--- config.mk ---
export PLATFORM = sky130hd
export DESIGN_NAME = power_mode_wake_control_flat
export DESIGN_NICKNAME = d
export VERILOG_FILES = /design/src/pmw_pkg.sv /design/src/pmw_if.sv /design/src/power_mode_wake_control.sv /design/src/flat_wrapper.sv
export VERILOG_INCLUDE_DIRS = /design/src
export SDC_FILE = /design/constraint.sdc
export NUM_CORES = 1
export LEC_CHECK = 0
export ABC_CLOCK_PERIOD_IN_PS = 3850
export BUFFER_PORTS_ARGS = -buffer_cell sky130_fd_sc_hd__buf_2
export CORE_UTILIZATION = 50
export CTS_CLUSTER_DIAMETER = 60
export DETAILED_ROUTE_END_ITERATION = 8
export GPL_TIMING_DRIVEN = 0
export PLACE_DENSITY_LB_ADDON = 0.05
export SYNTH_ARGS = -nofsm -noshare
export SYNTH_HDL_FRONTEND = slang
export SYNTH_SLANG_ARGS = --single-unit
--- constraint.sdc ---
create_clock -name i_mclk -period 3.85 [get_ports i_mclk]
set_clock_uncertainty 0.1 [all_clocks]
set_input_delay 0.77 -clock i_mclk [delete_from_list [all_inputs] [get_ports i_mclk]]
set_output_delay 0.77 -clock i_mclk [all_outputs]
set_load 0.02 [all_outputs]
--- src/pmw_consts.svh ---
// Constants for the power mode and wake control link
`ifndef PMW_CONSTS_SVH
`define PMW_CONSTS_SVH
`define OFS_GLOBAL_RESET_WAKE 8'h26
`define OFS_INTERRUPT_ENABLE 8'h90
`define OFS_INTERRUPT_STATUS 8'h92
`define OFS_SLEEP_WAKE_TIME 8'h9a
`define OFS_POWER_EVENT_CONTROL 8'hd4
`define OFS_PORT_LINK_CONTROL 8'hf4
`define MODE_NORMAL 2'h0
`define MODE_ENERGY 2'h1
`define MODE_SOFT_DOWN 2'h2
`define MODE_SAVING 2'h3
`define PEC_WAKE_TO_NORMAL 6
`define PEC_AUTO_WAKE 7
`define PEC_PME_EN_LSB 8
`define IRQ_EV_LSB 2
`define PLC_SAVE_EN 10
`define SWT_SLEEP_LSB 0
`define SWT_WAKE_LSB 8
`define RST_GLOBAL_RESET_WAKE 16'h0000
`define RST_INTERRUPT_ENABLE 16'h0000
`define RST_SLEEP_WAKE_TIME 16'h0808
`define RST_POWER_EVENT_CONTROL 16'h0000
`define RST_PORT_LINK_CONTROL 16'h0000
`define CLK_MHZ 25
`define TICK_US 1000
`define TICK_CYCLES (`TICK_US * `CLK_MHZ)
`define HOF_ADDR 8'h00
`define HOF_WDATA 8'h04
`define HOF_CMD 8'h08
`define HOF_STATUS 8'h0c
`define HOF_PIN 8'h10
`endif

--- src/pmw_pkg.sv ---
// Types of the power mode link: power states of the device end, sequencer states of the host end
package pmw_pkg;
	typedef enum logic [2:0] {
		PS_NORMAL, PS_ED_AWAKE, PS_ED_LOW, PS_SOFT_DOWN, PS_SAVE_WAIT, PS_SAVE
	} power_state_t;
	typedef enum logic [1:0] {HS_IDLE, HS_REQ, HS_GAP} host_state_t;
endpackage

--- src/pmw_if.sv ---
// Link between host processor end and power mode controller end
`timescale 1ns/1ps
`default_nettype none
interface pmw_if;
	logic cs;
	logic wr;
	logic [7:0] addr;
	logic [15:0] wdata;
	logic [15:0] rdata;
	logic ack;
	logic host_irq_n;
	logic power_event_out;
	logic chip_power_down_n;
	modport dev (input cs, wr, addr, wdata, chip_power_down_n,
		output rdata, ack, host_irq_n, power_event_out);
	modport host (output cs, wr, addr, wdata, chip_power_down_n,
		input rdata, ack, host_irq_n, power_event_out);
endinterface
`default_nettype wire

--- src/power_mode_wake_control.sv ---
// Power mode, sleep/wake timing and wake event control of the device end
`timescale 1ns/1ps
`default_nettype none
`include "pmw_consts.svh"
// Summary of operation
// - Mode field selects normal, energy, soft-down, saving
// - Reset leaves mode field at normal
// - Host writes mode field from normal mode
// - Low power state keeps only energy detector
// - No energy past go-sleep time enters low
// - Energy past wake time with auto-wake returns
// - Auto-wake plus wake-to-normal restores normal mode
// - Energy event raises power event if enabled
// - Energy event raises host interrupt if enabled
// - Wake register read wakes from low state
// - Cable traffic off in low and soft-down states, and in saving without energy
// - Soft down: all off, registers held
// - Wake register read leaves soft down
// - Saving needs autoneg, no cable, bit ten
// - Saving keeps clocks, MAC, TX; RX repowers
// - Host leaves saving by rewriting mode, bit
// - Power-down pin low resets whole chip
// - Energy and linkup set status bits two, three
// - Remote wake and wake frame set four, five
// - Events reported by interrupt, power event, both
module power_mode_wake_control
	import pmw_pkg::*;
#(
	parameter int unsigned TICK_CYCLES = `TICK_CYCLES
) (
	input wire logic i_mclk,
	input wire logic i_rstn,
	input wire logic i_ce,
	pmw_if.dev bus,
	input wire logic i_energy,
	input wire logic i_link_up,
	input wire logic i_autoneg_en,
	input wire logic i_cable_present,
	input wire logic i_remote_wake,
	input wire logic i_wake_frame,
	output logic o_pll_clk_en,
	output logic o_mac_en,
	output logic o_host_if_en,
	output logic o_phy_tx_en,
	output logic o_phy_rx_en,
	output logic o_rx_unused_off,
	output logic o_energy_det_en,
	output logic o_traffic_en,
	output logic [2:0] o_power_state
);
	// ****************************************
	// Reset and pin synchronisers
	// ****************************************
	logic rst;
	assign rst = !i_rstn || !bus.chip_power_down_n;
	localparam int NPIN = 6;
	logic [NPIN-1:0] pin_raw;
	logic [NPIN-1:0] pin_f;
	assign pin_raw = {i_wake_frame, i_remote_wake, i_cable_present, i_autoneg_en,
		i_link_up, i_energy};
	genvar gi;
	generate
		for (gi = 0; gi < NPIN; gi++) begin : g_sync
			logic s1_reg;
			logic s2_reg;
			logic s3_reg;
			logic f_reg;
			always_ff @(posedge i_mclk) begin
				if (rst) begin
					s1_reg <= 1'b0;
					s2_reg <= 1'b0;
					s3_reg <= 1'b0;
					f_reg <= 1'b0;
				end else if (i_ce) begin
					s1_reg <= pin_raw[gi];
					s2_reg <= s1_reg;
					s3_reg <= s2_reg;
					if (s2_reg == s3_reg) begin
						f_reg <= s3_reg;
					end
				end
			end
			assign pin_f[gi] = f_reg;
		end
	endgenerate
	logic energy;
	logic link_up;
	logic autoneg;
	logic cable;
	logic remote;
	logic wframe;
	assign energy = pin_f[0];
	assign link_up = pin_f[1];
	assign autoneg = pin_f[2];
	assign cable = pin_f[3];
	assign remote = pin_f[4];
	assign wframe = pin_f[5];

	// ****************************************
	// Registers and bus decode
	// ****************************************
	logic [15:0] grr_reg;
	logic [15:0] ier_reg;
	logic [15:0] swt_reg;
	logic [15:0] pec_reg;
	logic [15:0] pec_next;
	logic [15:0] plc_reg;
	logic [3:0] isr_reg;
	logic [15:0] rdata_reg;
	logic ack_reg;
	logic asleep_reg;
	logic asleep_next;
	logic hit_done_reg;
	power_state_t state_reg;
	power_state_t state_next;
	logic [1:0] mode;
	assign mode = pec_reg[1:0];
	logic host_if_on;
	assign host_if_on = !(mode == `MODE_SOFT_DOWN)
		&& !(mode == `MODE_ENERGY && asleep_reg);
	logic req;
	assign req = bus.cs && !ack_reg;
	logic grr_rd;
	assign grr_rd = req && !bus.wr && bus.addr == `OFS_GLOBAL_RESET_WAKE;
	logic acc_ok;
	assign acc_ok = req && host_if_on;
	logic wr_ok;
	assign wr_ok = acc_ok && bus.wr;
	logic wr_grr, wr_ier, wr_isr, wr_swt, wr_pec, wr_plc;
	assign wr_grr = wr_ok && bus.addr == `OFS_GLOBAL_RESET_WAKE;
	assign wr_ier = wr_ok && bus.addr == `OFS_INTERRUPT_ENABLE;
	assign wr_isr = wr_ok && bus.addr == `OFS_INTERRUPT_STATUS;
	assign wr_swt = wr_ok && bus.addr == `OFS_SLEEP_WAKE_TIME;
	assign wr_pec = wr_ok && bus.addr == `OFS_POWER_EVENT_CONTROL;
	assign wr_plc = wr_ok && bus.addr == `OFS_PORT_LINK_CONTROL;
	logic [15:0] isr_word;
	assign isr_word = {10'h000, isr_reg, 2'h0};
	logic [15:0] rd_val;
	assign rd_val = (bus.addr == `OFS_GLOBAL_RESET_WAKE) ? grr_reg :
		(bus.addr == `OFS_INTERRUPT_ENABLE) ? ier_reg :
		(bus.addr == `OFS_INTERRUPT_STATUS) ? isr_word :
		(bus.addr == `OFS_SLEEP_WAKE_TIME) ? swt_reg :
		(bus.addr == `OFS_POWER_EVENT_CONTROL) ? pec_reg :
		(bus.addr == `OFS_PORT_LINK_CONTROL) ? plc_reg : 16'h0000;

	// ****************************************
	// Tick base and energy timer
	// ****************************************
	logic [15:0] tick_cnt_reg;
	logic tick;
	assign tick = tick_cnt_reg == 16'(TICK_CYCLES - 1);
	logic energy_prev_reg;
	logic [8:0] en_cnt_reg;
	logic en_change;
	assign en_change = energy != energy_prev_reg;
	always_ff @(posedge i_mclk) begin
		if (rst) begin
			tick_cnt_reg <= 16'h0000;
			energy_prev_reg <= 1'b0;
			en_cnt_reg <= 9'h000;
		end else if (i_ce) begin
			tick_cnt_reg <= tick ? 16'h0000 : tick_cnt_reg + 16'h0001;
			energy_prev_reg <= energy;
			if (en_change) begin
				en_cnt_reg <= 9'h000;
			end else if (tick && en_cnt_reg != 9'h1ff) begin
				en_cnt_reg <= en_cnt_reg + 9'h001;
			end
		end
	end
	logic [8:0] sleep_time;
	logic [8:0] wake_time;
	assign sleep_time = {1'b0, swt_reg[`SWT_SLEEP_LSB +: 8]};
	assign wake_time = {1'b0, swt_reg[`SWT_WAKE_LSB +: 8]};
	logic go_sleep;
	assign go_sleep = mode == `MODE_ENERGY && !asleep_reg && !energy
		&& !en_change && en_cnt_reg > sleep_time;
	logic ed_hit;
	assign ed_hit = mode == `MODE_ENERGY && asleep_reg && energy && !en_change
		&& en_cnt_reg > wake_time && !hit_done_reg;
	logic auto_wake;
	logic to_normal;
	assign auto_wake = pec_reg[`PEC_AUTO_WAKE];
	assign to_normal = pec_reg[`PEC_WAKE_TO_NORMAL];

	// ****************************************
	// Mode and sleep state
	// ****************************************
	always_comb begin
		pec_next = pec_reg;
		asleep_next = asleep_reg;
		if (wr_pec) begin
			pec_next = bus.wdata;
		end
		if (go_sleep) begin
			asleep_next = 1'b1;
		end
		if (ed_hit && auto_wake) begin
			asleep_next = 1'b0;
			if (to_normal) begin
				pec_next[1:0] = `MODE_NORMAL;
			end
		end
		if (grr_rd) begin
			asleep_next = 1'b0;
			if (mode == `MODE_SOFT_DOWN) begin
				pec_next[1:0] = `MODE_NORMAL;
			end
		end
		if (pec_next[1:0] != `MODE_ENERGY) begin
			asleep_next = 1'b0;
		end
	end
	logic save_ok;
	assign save_ok = plc_reg[`PLC_SAVE_EN] && autoneg && !cable;
	always_comb begin
		unique case (pec_next[1:0])
			`MODE_NORMAL: state_next = PS_NORMAL;
			`MODE_ENERGY: state_next = asleep_next ? PS_ED_LOW : PS_ED_AWAKE;
			`MODE_SOFT_DOWN: state_next = PS_SOFT_DOWN;
			`MODE_SAVING: state_next = save_ok ? PS_SAVE : PS_SAVE_WAIT;
		endcase
	end

	// ****************************************
	// Wake events and status
	// ****************************************
	logic link_prev_reg, remote_prev_reg, wframe_prev_reg;
	logic [3:0] ev_set;
	assign ev_set = {wframe && !wframe_prev_reg, remote && !remote_prev_reg,
		link_up && !link_prev_reg, ed_hit};
	logic [3:0] ev_clr;
	assign ev_clr = wr_isr ? bus.wdata[`IRQ_EV_LSB +: 4] : 4'h0;
	logic [3:0] irq_en;
	logic [3:0] pme_en;
	assign irq_en = ier_reg[`IRQ_EV_LSB +: 4];
	assign pme_en = pec_reg[`PEC_PME_EN_LSB +: 4];
	logic irq_n_reg;
	logic pme_reg;

	always_ff @(posedge i_mclk) begin
		if (rst) begin
			grr_reg <= `RST_GLOBAL_RESET_WAKE;
			ier_reg <= `RST_INTERRUPT_ENABLE;
			swt_reg <= `RST_SLEEP_WAKE_TIME;
			pec_reg <= `RST_POWER_EVENT_CONTROL;
			plc_reg <= `RST_PORT_LINK_CONTROL;
			isr_reg <= 4'h0;
			rdata_reg <= 16'h0000;
			ack_reg <= 1'b0;
			asleep_reg <= 1'b0;
			hit_done_reg <= 1'b0;
			state_reg <= PS_NORMAL;
			link_prev_reg <= 1'b0;
			remote_prev_reg <= 1'b0;
			wframe_prev_reg <= 1'b0;
			irq_n_reg <= 1'b1;
			pme_reg <= 1'b0;
		end else if (i_ce) begin
			if (wr_grr) grr_reg <= bus.wdata;
			if (wr_ier) ier_reg <= bus.wdata;
			if (wr_swt) swt_reg <= bus.wdata;
			if (wr_plc) plc_reg <= bus.wdata;
			pec_reg <= pec_next;
			isr_reg <= (isr_reg & ~ev_clr) | ev_set;
			ack_reg <= req;
			if (req) begin
				rdata_reg <= (acc_ok && !bus.wr) ? rd_val : 16'h0000;
			end
			asleep_reg <= asleep_next;
			hit_done_reg <= asleep_next && (hit_done_reg || ed_hit);
			state_reg <= state_next;
			link_prev_reg <= link_up;
			remote_prev_reg <= remote;
			wframe_prev_reg <= wframe;
			irq_n_reg <= !(|(isr_reg & irq_en));
			pme_reg <= |(isr_reg & pme_en);
		end
	end

	// ****************************************
	// Block enables
	// ****************************************
	logic [7:0] en_vec;
	logic [7:0] en_reg;
	always_comb begin
		unique case (state_reg)
			PS_ED_LOW: en_vec = 8'h40;
			PS_SOFT_DOWN: en_vec = 8'h00;
			PS_SAVE: en_vec = {energy, 1'b0, !energy, energy, 4'hf};
			default: en_vec = 8'h9f;
		endcase
	end
	always_ff @(posedge i_mclk) begin
		if (rst) begin
			en_reg <= 8'h00;
		end else if (i_ce) begin
			en_reg <= en_vec;
		end
	end
	assign o_pll_clk_en = en_reg[0];
	assign o_mac_en = en_reg[1];
	assign o_host_if_en = en_reg[2];
	assign o_phy_tx_en = en_reg[3];
	assign o_phy_rx_en = en_reg[4];
	assign o_rx_unused_off = en_reg[5];
	assign o_energy_det_en = en_reg[6];
	assign o_traffic_en = en_reg[7];
	assign o_power_state = state_reg;
	assign bus.rdata = rdata_reg;
	assign bus.ack = ack_reg;
	assign bus.host_irq_n = irq_n_reg;
	assign bus.power_event_out = pme_reg;
endmodule
`default_nettype wire

--- src/flat_wrapper.sv ---
// flat-port wrapper written by rule: the top's interface ports become plain ports
module power_mode_wake_control_flat import pmw_pkg::*;
#(
	parameter int unsigned TICK_CYCLES = `TICK_CYCLES
)
  (i_mclk, i_rstn, i_ce, i_energy, i_link_up, i_autoneg_en, i_cable_present, i_remote_wake, i_wake_frame, o_pll_clk_en, o_mac_en, o_host_if_en, o_phy_tx_en, o_phy_rx_en, o_rx_unused_off, o_energy_det_en, o_traffic_en, o_power_state, bus_cs, bus_wr, bus_addr, bus_wdata, bus_chip_power_down_n, bus_rdata, bus_ack, bus_host_irq_n, bus_power_event_out);
  pmw_if bus_i ();
  input wire logic i_mclk;
  input wire logic i_rstn;
  input wire logic i_ce;
  input wire logic i_energy;
  input wire logic i_link_up;
  input wire logic i_autoneg_en;
  input wire logic i_cable_present;
  input wire logic i_remote_wake;
  input wire logic i_wake_frame;
  output logic o_pll_clk_en;
  output logic o_mac_en;
  output logic o_host_if_en;
  output logic o_phy_tx_en;
  output logic o_phy_rx_en;
  output logic o_rx_unused_off;
  output logic o_energy_det_en;
  output logic o_traffic_en;
  output logic [2:0] o_power_state;
  input wire logic [$bits(bus_i.cs)-1:0] bus_cs;
  input wire logic [$bits(bus_i.wr)-1:0] bus_wr;
  input wire logic [$bits(bus_i.addr)-1:0] bus_addr;
  input wire logic [$bits(bus_i.wdata)-1:0] bus_wdata;
  input wire logic [$bits(bus_i.chip_power_down_n)-1:0] bus_chip_power_down_n;
  output wire logic [$bits(bus_i.rdata)-1:0] bus_rdata;
  output wire logic [$bits(bus_i.ack)-1:0] bus_ack;
  output wire logic [$bits(bus_i.host_irq_n)-1:0] bus_host_irq_n;
  output wire logic [$bits(bus_i.power_event_out)-1:0] bus_power_event_out;
  assign bus_i.cs = bus_cs;
  assign bus_i.wr = bus_wr;
  assign bus_i.addr = bus_addr;
  assign bus_i.wdata = bus_wdata;
  assign bus_i.chip_power_down_n = bus_chip_power_down_n;
  assign bus_rdata = bus_i.rdata;
  assign bus_ack = bus_i.ack;
  assign bus_host_irq_n = bus_i.host_irq_n;
  assign bus_power_event_out = bus_i.power_event_out;
  power_mode_wake_control #(.TICK_CYCLES(TICK_CYCLES)) u_core (.i_mclk(i_mclk), .i_rstn(i_rstn), .i_ce(i_ce), .bus(bus_i), .i_energy(i_energy), .i_link_up(i_link_up), .i_autoneg_en(i_autoneg_en), .i_cable_present(i_cable_present), .i_remote_wake(i_remote_wake), .i_wake_frame(i_wake_frame), .o_pll_clk_en(o_pll_clk_en), .o_mac_en(o_mac_en), .o_host_if_en(o_host_if_en), .o_phy_tx_en(o_phy_tx_en), .o_phy_rx_en(o_phy_rx_en), .o_rx_unused_off(o_rx_unused_off), .o_energy_det_en(o_energy_det_en), .o_traffic_en(o_traffic_en), .o_power_state(o_power_state));
endmodule
# ---- Yosys cells after proc, flatten, opt, wreduce, memory -nomap -nowiden
# Cells that the tools add are included.
dict set report totals {
  regBits 169
  in_bits 36
  out_inout_bits 30
  elab_cells 166
}
dict set report op_classes {
  n_addsub 2
  magnitude_cmp 2
  n_eq_ne 24
  n_mux 24
  n_bitwise 5
  reduce_logical 64
}
# operator count
set op_table {}
lappend op_table {{$mux 16} 8}
lappend op_table {{$eq 8x8->1 const B} 5}
lappend op_table {{$logic_and 1x1->1} 30}
lappend op_table {{$reduce_and 2->1} 13}
lappend op_table {{$pmux 8 s3} 1}
lappend op_table {{$gt 9x8->1} 2}
lappend op_table {{$mux 9} 2}
lappend op_table {{$add 16x1->16 const B} 1}
lappend op_table {{$eq 16x15->1 const B} 1}
lappend op_table {{$logic_not 1->1} 15}
lappend op_table {{$and 4x4->4} 3}
lappend op_table {{$mux 2} 6}
lappend op_table {{$pmux 3 s4} 1}
lappend op_table {{$add 9x1->9 const B} 1}
lappend op_table {{$ne 9x9->1 const B} 1}
lappend op_table {{$eq 8x6->1 const B} 1}
lappend op_table {{$reduce_or 4->1} 2}
lappend op_table {{$eq 1x1->1} 6}
lappend op_table {{$eq 2x2->1 const B} 3}
lappend op_table {{$eq 3x2->1 const B} 2}
lappend op_table {{$mux 1} 5}
lappend op_table {{$eq 2x1->1 const B} 2}
lappend op_table {{$mux 4} 1}
lappend op_table {{$not 4->4} 1}
lappend op_table {{other kinds (7)} 8}

# ---- Logic depth before layout (Yosys ltp)
dict set report logic_depth {
  depth_word 16
  mapped_depth 11
  mapped_depth_nobuf 10
}

# ---- Least setup slack after synthesis
# Ideal clock, no wire load.
dict set report synth_timing {
  path_type {input-to-reg}
  start {in bus_addr[1]}
  end {reg u_core.plc_reg[15]}
  arrival_ps 2174
  setup_slack_ps 1448
  stages 8
  path_buffers 3
  cell_sequence {buf_2 > nand4b_4 > nor2_2 > and3_1 > buf_4 > buf_6 > mux2i_1 > nor2_1}
}
dict set report synth_via {
  elab_chain_len 3
}
# element line_no
set synth_rtl {}
lappend synth_rtl {{from (decl)} flat_wrapper.sv:28} ;# input wire logic [$bits(bus_i.addr)-1:0] bus_addr;
lappend synth_rtl {{$eq 8x8->1 (no source line)} -}
lappend synth_rtl {{$logic_and 1x1->1 (no source line)} -}
lappend synth_rtl {{$reduce_and 2->1 (no source line)} -}
lappend synth_rtl {{to (signal assigned)} power_mode_wake_control.sv:247} ;# plc_reg <= `RST_PORT_LINK_CONTROL;
lappend synth_rtl {{to (signal assigned)} power_mode_wake_control.sv:263} ;# if (wr_plc) plc_reg <= bus.wdata;
lappend synth_rtl {{to (decl)} power_mode_wake_control.sv:107} ;# logic [15:0] plc_reg;
# No other way between the ends.
# A chain may end at the register's enable or synchronous reset.

# ---- Worst setup path after layout
dict set report layout_timing {
  start {reg u_core.en_cnt_reg[3]}
  end {reg u_core.state_reg[0] (netlist: u_core.o_power_state[0])}
}
dict set report layout_via {
  elab_chain_len 11
  elab_cells_between_ends 20
}
# element line_no
set layout_rtl {}
lappend layout_rtl {{from (decl)} power_mode_wake_control.sv:153} ;# logic [8:0] en_cnt_reg;
lappend layout_rtl {{from (signal assigned)} power_mode_wake_control.sv:167} ;# en_cnt_reg <= en_cnt_reg + 9'h001;
lappend layout_rtl {{$gt 9x8->1} power_mode_wake_control.sv:180} ;# && en_cnt_reg > wake_time && !hit_done_reg;
lappend layout_rtl {{$logic_and 1x1->1 (2 in a row)} power_mode_wake_control.sv:179} ;# assign ed_hit = mode == `MODE_ENERGY && asleep_reg && energy && !en_change
lappend layout_rtl {{$logic_and 1x1->1} power_mode_wake_control.sv:198} ;# if (ed_hit && auto_wake) begin
lappend layout_rtl {{$mux 2} power_mode_wake_control.sv:198}
lappend layout_rtl {{$mux 2} power_mode_wake_control.sv:206} ;# if (mode == `MODE_SOFT_DOWN) begin
lappend layout_rtl {{$mux 2} power_mode_wake_control.sv:204} ;# if (grr_rd) begin
lappend layout_rtl {{$ne 2x1->1 (no source line)} -}
lappend layout_rtl {{$mux 1} power_mode_wake_control.sv:210} ;# if (pec_next[1:0] != `MODE_ENERGY) begin
lappend layout_rtl {{$mux 2} power_mode_wake_control.sv:219} ;# `MODE_ENERGY: state_next = asleep_next ? PS_ED_LOW : PS_ED_AWAKE;
lappend layout_rtl {{$pmux 3 s4 *} power_mode_wake_control.sv:217} ;# unique case (pec_next[1:0])
lappend layout_rtl {{to (signal assigned)} power_mode_wake_control.sv:272} ;# state_reg <= state_next;
lappend layout_rtl {{to (decl)} power_mode_wake_control.sv:114} ;# power_state_t state_reg;
# Every way passes the cells marked *; elsewhere a longest branch is shown, timed or not.

==> results by stage <==
Critical path:
- The required time of the worst setup path is between 4 and 5 ns.
- The highest-delay cell along the critical path is a2111oi_2.
- The worst register-to-register path begins at u_core.en_cnt_reg[3]$_SDFFE_PP0P_.
- The critical path buffer and inverter count is 0.
- The worst register-to-register path has a setup slack of ~1.3 ns.
- The maximum fanout encountered on the critical timing path is 7.
- The endpoint of the most critical register-to-register path is u_core.o_power_state[0]$_SDFFE_PP0P_.
- The worst setup path is captured at a flip-flop.
- The type of the worst setup path is flip-flop to flip-flop.
- The worst setup path is launched from a flip-flop.
- The critical path goes through ha_1 -> a211oi_1 -> nand3_1 -> a2111oi_2 -> or4b_4 -> a21boi_1 -> o311a_1.
- For this run, the slowest stage of the critical path takes 0.52 ns.
- The arrival time at the worst endpoint is between 2 and 3 ns.
- The logic depth of the worst register-to-register path is 7.
- Grouping stages by cell kind, the critical path spends the most delay in compound AO/OA/AOI/OAI gates.

Power and ir drop:
- Of the total power, the share spent switching nets is ~23%.
- The leakage power of the design is 0.003264 uW.
- For this design the total switching power over the nets is 810.3 uW.
- The proportion of power drawn by flip-flops and latches is 47.8%.
- In this run the power density over the cells is ~420 mW/mm2.
- The part of the power in combinational logic is under 10%.
- The worst-case IR drop observed on VDD is 0.0003049 V.
- The internal power of the cells totals 2783 uW.
- The part of the power in the clock network is 48.0%.

GRT:
- The global-route wire length before repair is 31900 um.
- The via count of the first global-routing pass is 5976.
- After global routing the overflow that remains totals 0.
- The overall track demand over capacity in global routing is 26.46%.
- The maximum number of pins on one net before global-route repair is 17.
- The number of antenna violations at the first check in global routing is 0.

Timing:
- Setup repair after global routing left no endpoint under its margin.
- Headroom to the max-slew limit came out at 51.44%.
- Once routing completed, OpenROAD measured the worst setup slack at 1.327 ns.
- The count of endpoints failing setup in the final report is 0.
- For the final routed database, the setup TNS stands at 0 ns.
- Based on the critical path, the design can be clocked at up to 396.3 MHz.
- The tightest hold path in the finished design has a slack of around 0.34 ns.
- The max-slew violation total from the final report is 0.
- The count of final hold-check violations is 0.
- At the pin with the least slew margin, the transition time is 0.7283 ns.
- The portion of the clock cycle consumed by the worst path in the final layout is 65.54%.
- The post-route minimum period is approximately 2.5 ns.

Die:
- The starting density of the core is 51.39%.
- The die area is 0.01543 mm2.
- The area of the core is 0.01453 mm2.
- The die extent in x is 124.2 um.
- The I/O pin count is 66.
- After floorplanning, the core was divided into 44 placement rows.
- The vertical die dimension is 124.2 um.

Place:
- The total of buffers placed on input and output ports is 65.
- The final estimated routing congestion in global placement is between 0.8 and 0.9.
- Counting tap cells, the placed design contains a total of 1045 instances.
- Detailed placement finished with a half-perimeter wire length of 14380 um.
- Before CTS, the worst setup slack after placement is between 0.8 and 0.9 ns.

Logic synthesis:
- After synthesis the netlist holds a flip-flop and latch count of 165.
- For this run, the register share of the synthesized area comes to approximately 44%.
- For this run, asynchronously set or reset flops after synthesis account for 0%.
- The dominant synthesized flop cell is dfxtp_1.
- The dominant cell by count in the synthesized netlist is dfxtp_1.
- The number of synthesized flops with an enable pin is 0.
- Dividing the synthesized area by the synthesized cell count gives 9.384 um2.
- Yosys attributes the largest share of cell area to dfxtp_1 (44%), mux2i_1 (14%), nor2_1 (6.8%).
- The cell count after synthesis came out at 796.
- The biggest area contributor in the post-synthesis netlist is dfxtp_1.
- The synthesized netlist net count is 851.
- The combined area of all synthesized cells is ~0.0075 mm2.
- The count of different cell masters after synthesis is between 60 and 70.
- The synthesized design devotes to its leading area cell type 44.22% of total area.
- Ranked by instance count, the synthesized netlist is headed by dfxtp_1 (165), nor2_1 (136), mux2i_1 (108), nand2_1 (46).
- The count of yosys warnings during synthesis is 0.

Drt:
- For this block, the via count after detailed routing is between 6000 and 7000.
- The total iterations of the first detailed-routing run is 5.
- The detailed-route vias per instance is 5.708.
- The routed design has 19750 um of wire.
- For this run, design rule violations remaining after detail routing come to 0.
- The first routing iteration left 426 violations.
- Dividing the detail-routed wire length by the instance count gives 18.34 um.
- The detail route stage leaves a number of antenna-violating nets equal to 0.

Clock tree:
- The clock sink total is ~170.
- The post-CTS repair timing setup buffer count is 0.
- The post-cts gate resize count is 0.
- The cell sitting at the root of the clock tree is a clkbuf_16.
- The clock insertion delay at the later pin of the skew report is 0.43 ns.
- The CTS clock-pin slew for the worst setup and hold paths is 0.06 ns.
- In this run, CTS created clock tree buffers numbering 17.
- TritonCTS built the clock tree.
- The H-tree was split into 4 levels.
- The clock passes through at most 2 buffers.
- For this design, the CTS-stage hold fixing added 0 buffers.

Finish:
- Counting the fill cells in the layout gives 1325.
- The count of non-filler cells in the finished layout is around 1100.
- In the final design database the tool counted ~940 nets.
- The share of the core filled with cells is just under 60%.
- The share of layout cells above drive strength 1 is between 10% and 20%.
- Summing all flip-flop and latch instances after layout gives 0.003303 mm2.
- The final antenna diode count is 0.
- The multi-input combinational cell area is 0.003837 mm2.
- The layout-stage area growth over the synthesis result is 15.51%.

Status:
- The run finished with clean final reports.

Hold path:
- The endpoint of the worst hold path is u_core.bus.rdata[11]$_SDFFE_PP0P_.
- The number of stages on the worst hold path is 1.
- In this run the worst hold path is classified as flip-flop to flip-flop.
- The startpoint of the most critical hold path is u_core.bus.rdata[11]$_SDFFE_PP0P_.

Run:
- The number of max-cap violations is 0.
==> per-stage QoR <==
stage          power [uW]  cell area, um2
3_5_place_dp         1907            8025
5_1_grt              3711            8628
2_1_floorplan        1834            7470
4_1_cts              3621            8628
3_3_place_gp         1905            8025
6_report             3593            8628
==> how the worst max path moves through the flow <==
| stage | start | to | slack [ns] | cells past startpoint |
|---|---|---|---|---|
| floorplan | bus_addr[1] | u_core.plc_reg[15]$_SDFFE_PP0P_ | 1.45 | 8 |
| global placement | bus_addr[2] | u_core.bus.rdata[15]$_SDFFE_PP0P_ | 0.92 | 8 |
| detailed placement | bus_addr[2] | u_core.bus.rdata[14]$_SDFFE_PP0P_ | 0.88 | 8 |
| CTS | u_core.en_cnt_reg[3]$_SDFFE_PP0P_ | u_core.o_power_state[0]$_SDFFE_PP0P_ | 1.32 | 7 |
| global route | bus_addr[2] | u_core.bus.rdata[14]$_SDFFE_PP0P_ | 1.14 | 8 |
| finish | u_core.en_cnt_reg[3]$_SDFFE_PP0P_ | u_core.o_power_state[0]$_SDFFE_PP0P_ | 1.33 | 7 |
==> area by class of cell <==
class,instances,share of cell area (%)
Clock buffer,21,5.568
Timing Repair Buffer,65,3.770
Multi-Input combinational cell,560,44.48
Tap cell,184,2.668
Clock inverter,11,1.421
Inverter,27,1.175
Sequential cell,165,38.28
Buffer,44,2.639
==> worst reg2reg max path, stage by stage (launching register included) <==
cell and delay (ns):
dfxtp_1 0.48, ha_1 0.32, a211oi_1 0.23, nand3_1 0.12, a2111oi_2 0.52, or4b_4 0.26
a21boi_1 0.07, o311a_1 0.31
==> power by group through the flow <==
stage	clock (uW)	sequential [uW]	combinational (uW)
global placement	0	1760	149
detailed placement	0	1760	151
finish	1720	1720	152
global route	1830	1720	165
CTS	1750	1720	152
floorplan	0	1760	75.8
==> placed cells by master (no fill, tap or decap), types with 7 or more instances in the layout <==
| cell type | netlist | routed |
|---|---|---|
| a21o_1 | 18 | 18 |
| a21oi_1 | 30 | 30 |
| a22oi_1 | 30 | 30 |
| a31oi_1 | 14 | 14 |
| and3_1 | 7 | 7 |
| buf_1 | 7 | 7 |
| buf_2 | 5 | 70 |
| buf_4 | 7 | 7 |
| clkbuf_1 | 21 | 21 |
| clkbuf_16 | 0 | 17 |
| dfxtp_1 | 165 | 165 |
| ha_1 | 19 | 19 |
| inv_1 | 26 | 26 |
| mux2i_1 | 108 | 108 |
| nand2_1 | 46 | 46 |
| nand3_1 | 15 | 15 |
| nand4_1 | 7 | 7 |
| nor2_1 | 136 | 136 |
| o21ai_0 | 19 | 19 |
| or3_1 | 7 | 7 |
| xnor2_1 | 7 | 7 |
| xor2_1 | 9 | 9 |
==> metal layers <==
layer  part of all wire, %  track usage [%]  up-vias  routed length (um)
met4                   1.9            9.568        0                 382
met1                    46            35.07     2969                9184
met5                     0                0        -                   0
li1                      -                -     2992                   -
met3                   4.9            5.776       32                 961
met2                    47            42.18      155                9223
==> kinds of logic (layout without fill, tap and decap cells) <==
group	count (synthesis)	count (layout)	share of synthesized area [%]
compound gates	148	148	13.47
xor+xnor	16	16	1.876
fa+ha+maj	19	19	3.183
buf+inv	71	168	4.405
flops	165	165	44.22
mux	108	108	14.47
simple gates	269	269	18.38
(Power assumes the default switching activity.)
